[config.mk]
export PLATFORM = sky130hd
export DESIGN_NAME = mmd_top
export DESIGN_NICKNAME = d
export VERILOG_FILES = /design/src/design/mmd_pkg.sv /design/src/design/mmd_decode.sv /design/src/design/mmd_top.sv
export SDC_FILE = /design/constraint.sdc
export NUM_CORES = 1
export LEC_CHECK = 0
export BUFFER_PORTS_ARGS = -buffer_cell sky130_fd_sc_hd__clkbuf_2
export CORE_ASPECT_RATIO = 0.75
export CORE_MARGIN = 4
export CORE_UTILIZATION = 45
export DETAILED_ROUTE_END_ITERATION = 12
export GPL_TIMING_DRIVEN = 0
export PLACE_DENSITY = 0.67
export SYNTH_ARGS = -nofsm -noshare
export SYNTH_HDL_FRONTEND = slang
export SYNTH_HIERARCHICAL = 1
export SYNTH_SLANG_ARGS = --single-unit
export TNS_END_PERCENT = 1
[constraint.sdc]
create_clock -name mclk_i -period 7.84 [get_ports mclk_i]
set_clock_uncertainty 0.1 [all_clocks]
set_input_delay 0.784 -clock mclk_i [delete_from_list [all_inputs] [get_ports mclk_i]]
set_output_delay 0.784 -clock mclk_i [all_outputs]
set_load 0.01 [all_outputs]
[src/design/mmd_pkg.sv]
// Constants and carrier types for the memory map region decoder
package mmd_pkg;
  localparam logic [31:0] FLASH_LO = 32'h0000_0000;
  localparam logic [31:0] FLASH_HI = 32'h0000_FFFF;
  localparam logic [31:0] SRAM_LO = 32'h2000_0000;
  localparam logic [31:0] SRAM_HI = 32'h2000_1FFF;
  localparam logic [31:0] SBAND_HI = 32'h200F_FFFF;
  localparam logic [31:0] SALIAS_LO = 32'h2200_0000;
  localparam logic [31:0] SALIAS_HI = 32'h2203_FFFF;
  localparam logic [31:0] PER_LO = 32'h4000_0000;
  localparam logic [31:0] PER_HI = 32'h400F_FFFF;
  localparam logic [31:0] PALIAS_LO = 32'h4200_0000;
  localparam logic [31:0] PALIAS_HI = 32'h43FF_FFFF;
  localparam logic [31:0] PPB_LO = 32'hE000_0000;
  localparam logic [31:0] PPB_HI = 32'hE00F_FFFF;
  localparam logic [31:0] ITM_BASE = 32'hE000_0000;
  localparam logic [31:0] DWT_BASE = 32'hE000_1000;
  localparam logic [31:0] FPB_BASE = 32'hE000_2000;
  localparam logic [31:0] SCS_BASE = 32'hE000_E000;
  localparam logic [31:0] TPU_BASE = 32'hE004_0000;
  localparam int SLOT_BITS = 12;
  localparam int ALIAS_SHIFT = 5;
  localparam int BIT_SHIFT = 2;
  localparam logic [31:0] ZERO32 = 32'h0000_0000;

  // Target selects, one-hot
  localparam int TGT_W = 9;
  localparam int T_FLASH = 0;
  localparam int T_SRAM = 1;
  localparam int T_PERIPH = 2;
  localparam int T_ITM = 3;
  localparam int T_DWT = 4;
  localparam int T_FPB = 5;
  localparam int T_SCS = 6;
  localparam int T_TPU = 7;
  localparam int T_FAULT = 8;

  typedef enum logic [1:0] {
    MT_NORMAL = 2'b00,
    MT_DEVICE = 2'b01,
    MT_STRONG = 2'b10
  } mmd_mtype_t;

  typedef enum logic [1:0] {
    SZ_BYTE = 2'b00,
    SZ_HALF = 2'b01,
    SZ_WORD = 2'b10
  } mmd_size_t;

  typedef struct packed {
    logic valid;
    logic write;
    logic fetch;
    logic execute;
    mmd_size_t size;
    logic [31:0] addr;
    logic [31:0] wdata;
  } mmd_req_t;

  typedef struct packed {
    logic valid;
    logic write;
    mmd_size_t size;
    logic [31:0] addr;
    logic [31:0] wdata;
    logic [3:0] strb;
    logic [TGT_W-1:0] sel;
    mmd_mtype_t mtype;
    logic xn;
    logic buffered;
  } mmd_tgt_t;

  typedef struct packed {
    logic done;
    logic fault;
    logic xn_fault;
    logic [31:0] rdata;
  } mmd_rsp_t;
endpackage

[src/design/mmd_decode.sv]
// Combinational address decoder: target select, memory type, alias remap
`timescale 1ns/1ps
module mmd_decode import mmd_pkg::*; (
  input wire logic [31:0] addr_i,
  output logic [TGT_W-1:0] sel_o,
  output mmd_mtype_t mtype_o,
  output logic xn_o,
  output logic alias_o,
  output logic [31:0] word_addr_o,
  output logic [2:0] bit_o
);
  function automatic logic in_rng(input logic [31:0] a, input logic [31:0] lo,
                                  input logic [31:0] hi);
    in_rng = (a >= lo) && (a <= hi);
  endfunction

  function automatic logic in_slot(input logic [31:0] a,
                                   input logic [31:0] b);
    in_slot = (a[31:SLOT_BITS] == b[31:SLOT_BITS]);
  endfunction

  logic [31:0] boff;
  logic [31:0] eff;

  always_comb begin
    alias_o = 1'b0;
    boff = ZERO32;
    bit_o = 3'd0;
    eff = addr_i;
    if (in_rng(addr_i, SALIAS_LO, SALIAS_HI)) begin
      alias_o = 1'b1;
      boff = (addr_i - SALIAS_LO) >> ALIAS_SHIFT;
      bit_o = addr_i[4:2];
      eff = SRAM_LO + boff;
    end else if (in_rng(addr_i, PALIAS_LO, PALIAS_HI)) begin
      alias_o = 1'b1;
      boff = (addr_i - PALIAS_LO) >> ALIAS_SHIFT;
      bit_o = addr_i[4:2];
      eff = PER_LO + boff;
    end
    word_addr_o = {eff[31:2], 2'b00};
    sel_o = '0;
    mtype_o = MT_NORMAL;
    xn_o = 1'b0;
    // Full 32-bit region compares, PPB slots compare bits 31:12: one flat fixed map, no relocation
    if (in_rng(eff, FLASH_LO, FLASH_HI)) begin
      sel_o[T_FLASH] = 1'b1;
    end else if (in_rng(eff, SRAM_LO, SRAM_HI)) begin
      sel_o[T_SRAM] = 1'b1;
    end else if (in_rng(eff, PER_LO, PER_HI)) begin
      // Unpopulated slots are forwarded; the peripheral fabric faults them
      sel_o[T_PERIPH] = 1'b1;
      mtype_o = MT_DEVICE;
      xn_o = 1'b1;
    end else if (in_rng(eff, PPB_LO, PPB_HI)) begin
      mtype_o = MT_STRONG;
      xn_o = 1'b1;
      if (in_slot(eff, ITM_BASE)) sel_o[T_ITM] = 1'b1;
      else if (in_slot(eff, DWT_BASE)) sel_o[T_DWT] = 1'b1;
      else if (in_slot(eff, FPB_BASE)) sel_o[T_FPB] = 1'b1;
      else if (in_slot(eff, SCS_BASE)) sel_o[T_SCS] = 1'b1;
      else if (in_slot(eff, TPU_BASE)) sel_o[T_TPU] = 1'b1;
      else sel_o[T_FAULT] = 1'b1;
    end else begin
      sel_o[T_FAULT] = 1'b1;
      xn_o = 1'b1;
    end
  end
endmodule

[src/design/mmd_top.sv]
// Memory map router: decode, ordering, write posting, bit-band RMW
`timescale 1ns/1ps
module mmd_top import mmd_pkg::*; (
  input wire logic mclk_i,
  input wire logic srst_i,
  input wire mmd_req_t req_i,
  output logic req_ready_o,
  output mmd_rsp_t rsp_o,
  output mmd_tgt_t tgt_o,
  input wire logic tgt_ack_i,
  input wire logic tgt_err_i,
  input wire logic [31:0] tgt_rdata_i
);
  typedef enum logic [2:0] {
    ST_IDLE = 3'b000,
    ST_ISSUE = 3'b001,
    ST_RMW_RD = 3'b010,
    ST_RMW_WR = 3'b011
  } mmd_state_t;

  typedef struct packed {
    mmd_state_t st;
    logic ready;
    mmd_rsp_t rsp;
    mmd_tgt_t tgt;
    logic posted;
    logic alias_en;
    logic [4:0] bidx;
    logic bitv;
  } mmd_st_t;

  mmd_st_t s_q, s_d;

  logic [TGT_W-1:0] sel;
  mmd_mtype_t mtype;
  logic xn;
  logic alias_hit;
  logic [31:0] waddr;
  logic [2:0] bitn;
  logic [1:0] lane;

  mmd_decode u_dec (
    .addr_i(req_i.addr),
    .sel_o(sel),
    .mtype_o(mtype),
    .xn_o(xn),
    .alias_o(alias_hit),
    .word_addr_o(waddr),
    .bit_o(bitn)
  );

  function automatic logic [3:0] lanes(input mmd_size_t sz,
                                       input logic [1:0] a);
    case (sz)
      SZ_BYTE: lanes = 4'b0001 << a;
      SZ_HALF: lanes = a[1] ? 4'b1100 : 4'b0011;
      default: lanes = 4'b1111;
    endcase
  endfunction

  logic take;
  assign take = req_i.valid && s_q.ready;

  // Byte lane of the access; on an alias it is the lane of the bit's byte
  assign lane = alias_hit ? req_i.addr[ALIAS_SHIFT+1:ALIAS_SHIFT]
                          : req_i.addr[1:0];

  always_comb begin
    s_d = s_q;
    s_d.rsp.done = 1'b0;
    s_d.rsp.fault = 1'b0;
    s_d.rsp.xn_fault = 1'b0;
    case (s_q.st)
      ST_IDLE: begin
        if (take) begin
          s_d.ready = 1'b0;
          s_d.tgt.write = req_i.write;
          s_d.tgt.size = req_i.size;
          s_d.tgt.sel = sel;
          s_d.tgt.mtype = mtype;
          s_d.tgt.xn = xn;
          s_d.alias_en = alias_hit && !req_i.fetch;
          s_d.bidx = {lane, bitn};
          s_d.bitv = req_i.wdata[0];
          // Instruction fetches are not remapped through the alias window
          s_d.tgt.addr = (alias_hit && !req_i.fetch) ? waddr : req_i.addr;
          s_d.tgt.wdata = req_i.wdata;
          s_d.tgt.strb = lanes(req_i.size, lane);
          if (sel[T_FAULT] || (alias_hit && req_i.fetch)) begin
            s_d.st = ST_IDLE;
            s_d.ready = 1'b1;
            s_d.rsp.done = 1'b1;
            s_d.rsp.fault = 1'b1;
          end else if (req_i.fetch && xn) begin
            s_d.ready = 1'b1;
            s_d.rsp.done = 1'b1;
            s_d.rsp.fault = req_i.execute;
            s_d.rsp.xn_fault = req_i.execute;
          end else if (alias_hit && !req_i.fetch && req_i.write) begin
            s_d.tgt.valid = 1'b1;
            s_d.tgt.write = 1'b0;
            s_d.st = ST_RMW_RD;
          end else begin
            s_d.tgt.valid = 1'b1;
            s_d.st = ST_ISSUE;
          end
        end
      end
      ST_ISSUE: begin
        s_d.tgt.buffered = s_q.tgt.write && s_q.tgt.mtype == MT_DEVICE
                           && !s_q.alias_en;
        if (s_q.tgt.write && s_q.tgt.mtype == MT_DEVICE && !s_q.alias_en
            && !tgt_ack_i) begin
          s_d.posted = 1'b1;
          // Closed until the post retires: the target port holds the post
          s_d.ready = 1'b0;
          s_d.rsp.done = 1'b1;
          s_d.st = ST_IDLE;
          s_d.tgt.valid = 1'b1;
        end else if (tgt_ack_i) begin
          s_d.tgt.valid = 1'b0;
          s_d.tgt.buffered = 1'b0;
          s_d.ready = 1'b1;
          s_d.rsp.done = 1'b1;
          s_d.rsp.fault = tgt_err_i;
          s_d.rsp.rdata = s_q.alias_en
            ? {31'h0, tgt_rdata_i[s_q.bidx]}
            : tgt_rdata_i;
          s_d.st = ST_IDLE;
        end
      end
      ST_RMW_RD: begin
        if (tgt_ack_i) begin
          s_d.tgt.write = 1'b1;
          s_d.tgt.wdata = tgt_rdata_i;
          s_d.tgt.wdata[s_q.bidx] = s_q.bitv;
          s_d.st = tgt_err_i ? ST_ISSUE : ST_RMW_WR;
          s_d.tgt.valid = !tgt_err_i;
          if (tgt_err_i) begin
            s_d.ready = 1'b1;
            s_d.rsp.done = 1'b1;
            s_d.rsp.fault = 1'b1;
            s_d.st = ST_IDLE;
          end
        end
      end
      ST_RMW_WR: begin
        if (tgt_ack_i) begin
          s_d.tgt.valid = 1'b0;
          s_d.ready = 1'b1;
          s_d.rsp.done = 1'b1;
          s_d.rsp.fault = tgt_err_i;
          s_d.st = ST_IDLE;
        end
      end
      default: s_d.st = ST_IDLE;
    endcase
    // A posted device write completes in the background; an error on it
    // is lost, since the core was already told it was done
    if (s_q.posted && s_q.st != ST_ISSUE && tgt_ack_i) begin
      s_d.posted = 1'b0;
      if (s_q.st == ST_IDLE) begin
        s_d.tgt.valid = 1'b0;
        s_d.tgt.buffered = 1'b0;
      end
    end
    // Only one access in flight while a post is pending
    if (s_q.posted && s_q.st == ST_IDLE) s_d.ready = 1'b0;
    if (s_q.posted && s_q.st == ST_IDLE && tgt_ack_i) s_d.ready = 1'b1;
  end

  always_ff @(posedge mclk_i) begin
    if (srst_i) begin
      s_q <= '0;
      s_q.ready <= 1'b1;
    end else begin
      s_q <= s_d;
    end
  end

  assign req_ready_o = s_q.ready;
  assign rsp_o = s_q.rsp;
  assign tgt_o = s_q.tgt;
endmodule

==> results summary <==
The number of non-filler instances in the completed layout is 1584. The number of enable flip-flop cells after synthesis came out at 0. Setup repair after global routing left no endpoint under its margin.

The final layout contains routed wiring with a total length of 27700 um. The die footprint is 20600 um^2. The number of clock buffers added by TritonCTS is 17.

The dominant synthesized flop cell is sky130_fd_sc_hd__dfxtp_1. The max-slew headroom at the worst pin is 0.425. The power per unit of standard cell area is 177 nW/um^2. The dominant cell type by count on the critical path is sky130_fd_sc_hd__clkbuf_1. The number of endpoints failing setup at the final stage is 0.

The static leakage power came out at approximately 4.4 nW. The count of endpoints failing hold in the final timing report came out at 0. The number of antenna violations at the first check in global routing is 0. The initial standard-cell utilization of the core is 0.464. The number of setup buffers added after CTS is 0.

The number of vias in the routed layout is a little under 9k. The met2 layer wire length in the routed design is 10800 um. STA puts the critical path data required time at 8070 ps.

The clock period minus final worst setup slack came out at 4530 ps. The number of slew-limit violations in the final report came to 0. The area of the core is between 15000 and 20000 um^2.

For this design, the sink count on the clock tree is 132. After synthesis the cells add up to 8270 um^2. Routed signal wires occupy layers up through met4. The number of instances resized during post-cts repair came out at 0. In this run the deepest clock path goes through 2 buffers. The clock network latency to the later pin of the worst-skew pair is 430 ps. The least setup slack across all paths after layout is 3310 ps.

In this design, the stage delay of the slowest critical-path cell is 500 ps. The wire length of the first global-routing pass came out at 43000 um. Among all stages on the critical path, the largest delay is contributed by sky130_fd_sc_hd__nor4_2. After floorplanning, the core was divided into 42 placement rows. The total power of the final layout came out at 1.82 mW.

The critical path is of the input port to flop type. The count of nets left with antenna violations once routing finished came out at 0. The share of the core filled with cells in the final layout is 0.578.

Synthesis inferred 132 register bits. The worst hold slack came out at 359 ps. The worst setup path is captured at a flop. Summed over all layers, the global routing overflow is 0. Across all register-to-register paths, the minimum setup slack is 5530 ps. The maximum VDD drop is 0.000122 V.

The commonest cells after synthesis are sky130_fd_sc_hd__dfxtp_1, sky130_fd_sc_hd__buf_4, sky130_fd_sc_hd__nor2_1. In this run the worst setup path terminates at tgt_o[80]. The total iterations of the first detailed-routing run is 7. The tree is rooted in a sky130_fd_sc_hd__clkbuf_16.

The final layout net count is 1437. The count of port buffers added during placement is 226. After routing the design area is between 10000 and 15000 um^2. For this run, asynchronously set or reset flops after synthesis account for 0. The worst setup slack before clock tree synthesis came out at 2950 ps. The transition time of the tightest slew-check pin is between 800 and 900 ps. The worst hold path belongs to the class flop to flop.

The hold buffer count at CTS is 0. The area taken by multi-input logic gates is around 4300 um^2. The final weighted congestion in routability-driven placement came out at 0.975. TritonCTS built the clock tree. Ranked by total cell area, the synthesized netlist is headed by sky130_fd_sc_hd__dfxtp_1, sky130_fd_sc_hd__buf_4, sky130_fd_sc_hd__a21oi_1. The die is 125 um tall.

The cell count after synthesis came out at approximately 1.1k. The number of global-route vias before repair came out at 7896. Static timing analysis puts the maximum clock frequency at roughly 0.22 GHz. The clock transition time at the flip-flop clock pins of the worst setup and hold paths is 60 ps. The DRC violation count after routing is 0. The die extent in x came out at 165 um. The source of the worst register-to-register timing path is s_q[130]. The flow ran to the end, and the final reports show no timing, DRC or antenna violations. The total of max-cap violations is 0. The endpoint identified for the worst register-to-register timing path is tgt_o[70].

The H-tree generated during clock tree synthesis spans 4 levels. The data arrival time at the worst-slack endpoint is 4760 ps. Measured in cells, the most critical reg-to-reg path has a length of 5.

Across the whole layout, storage elements account for 2640 um^2. The portion of the clock cycle consumed by the worst path in the final layout came out at 0.577. The critical path startpoint category is an input port.

The antenna diode instance count is 0. The layout cell share with drive strength beyond 1 is 0.338. The yosys synthesis warning count came out at 6. The number of cells in the design after placement came out at between 1.5k and 2k. The share of the Yosys chip area taken by registers is 0.320.

The maximum number of pins on one net before global-route repair came out at 17. The violation count after the first detailed-route iteration came out at 954. Compared with the post-synthesis result, the final layout area differs by 24.4%.

The synthesized netlist contains 68 unique library cells. The via density per instance is between 5 and 6. In the global route stage, overall resource usage came out at 0.263. The number of inserted filler cells in the final layout is between 1.5k and 2k. The largest total area in the synthesized netlist belongs to sky130_fd_sc_hd__dfxtp_1. The signal on the critical path passes through clkbuf_2, clkbuf_1, nor4_2, nand2_1, a221oi_1, a21oi_1, inv_1, buf_2, clkbuf_1, buf_2, nor2b_1, clkbuf_1, clkbuf_1, nand2_1, a311oi_1. Of all nets on the critical path, the largest fanout is 10. The I/O pin count came out at 227. Once placement finished, the instance area stood at a little under 10000 um^2. The routed metal-1 wirelength came out at 13500 um. Summed over all failing endpoints, the final setup total negative slack is 0 ps.

Of the post-synthesis cell area, the dominant cell type holds 0.320. The critical path startpoint is req_i[50]. The half-perimeter wire length after placement is 21400 um.

After detailed routing, the average wire length per cell comes to 17.5 um. The routed length on met3 is roughly 2800 um. In the post-synthesis netlist, the cell with the most instances is sky130_fd_sc_hd__dfxtp_1. The mean cell area of the mapped netlist is 7.63 um^2.
-- final cells by class --
| type | count | share of cell area |
|---|---|---|
| multi-input cells | 730 | 0.416 |
| flip-flops and latches | 132 | 0.257 |
| plain buffers | 213 | 0.128 |
| repair buffers | 226 | 0.110 |
| clock buffers | 17 | 0.0413 |
| well taps | 242 | 0.0294 |
| clock inverters | 15 | 0.0153 |
| inverters | 9 | 0.00328 |
-- report_power, final --
part / internal, mW / switching, mW / total, mW
Combinational: 0.135 / 0.173 / 0.307
Sequential: 0.700 / 0.0173 / 0.717
Clock: 0.470 / 0.328 / 0.798
-- worst max-delay path, delay by kind of cell --
| kind | cells | cell delay (ps) |
|---|---|---|
| buf+inv | 8 | 2200 |
| compound gates | 3 | 840 |
| simple gates | 4 | 920 |
-- cells in the final DEF, fill, tap and decap left out, types with 7 or more instances in the layout --
cell,instances
sky130_fd_sc_hd__a211oi_1,36
sky130_fd_sc_hd__a21oi_1,115
sky130_fd_sc_hd__a22oi_1,7
sky130_fd_sc_hd__a311oi_1,33
sky130_fd_sc_hd__buf_2,24
sky130_fd_sc_hd__buf_4,128
sky130_fd_sc_hd__clkbuf_1,57
sky130_fd_sc_hd__clkbuf_16,17
sky130_fd_sc_hd__clkbuf_2,226
sky130_fd_sc_hd__dfxtp_1,132
sky130_fd_sc_hd__inv_1,9
sky130_fd_sc_hd__mux2_2,21
sky130_fd_sc_hd__mux2i_1,15
sky130_fd_sc_hd__nand2_1,119
sky130_fd_sc_hd__nand3_1,31
sky130_fd_sc_hd__nand3b_1,7
sky130_fd_sc_hd__nor2_1,123
sky130_fd_sc_hd__nor2b_1,8
sky130_fd_sc_hd__nor3_1,24
sky130_fd_sc_hd__nor3b_1,37
sky130_fd_sc_hd__o21ai_0,46
sky130_fd_sc_hd__o31ai_1,7
sky130_fd_sc_hd__or3_1,7
-- sequential cells by signal (all words and copies together) (netlist names) --
signal	count
tgt_o	85
rsp_o	35
s_q	11
req_ready_o	1
-- kinds of logic (layout without fill, tap and decap cells) --
group | after synthesis | in the layout | share of synthesized area
buf+inv | 222 | 480 | 0.163
xor+xnor | 2 | 2 | 0.00212
mux | 38 | 38 | 0.0522
other cells | 2 | 3 | 0.000908
fa+ha+maj | 3 | 3 | 0.00424
simple gates | 406 | 406 | 0.247
flops | 132 | 132 | 0.320
compound gates | 278 | 278 | 0.210
-- metal layers --
| metal | GRT usage | vias to the layer above |
|---|---|---|
| li1 | - | 4204 |
| met1 | 0.416 | 3998 |
| met2 | 0.349 | 442 |
| met3 | 0.0582 | 49 |
| met4 | 0.0768 | 0 |
| met5 | 0 | - |
-- worst min path at each step --
stage	start	endpoint	slack, ps	depth (start not counted)
2_1_floorplan	tgt_o[10]	tgt_o[10]	340	2
3_3_place_gp	tgt_o[12]	tgt_o[12]	340	2
3_5_place_dp	tgt_o[4]	tgt_o[4]	350	2
4_1_cts	tgt_o[4]	tgt_o[4]	360	2
5_1_grt	tgt_o[4]	tgt_o[4]	380	2
6_report	tgt_o[4]	tgt_o[4]	360	2
No activity file was read; power rests on OpenSTA's default activity.
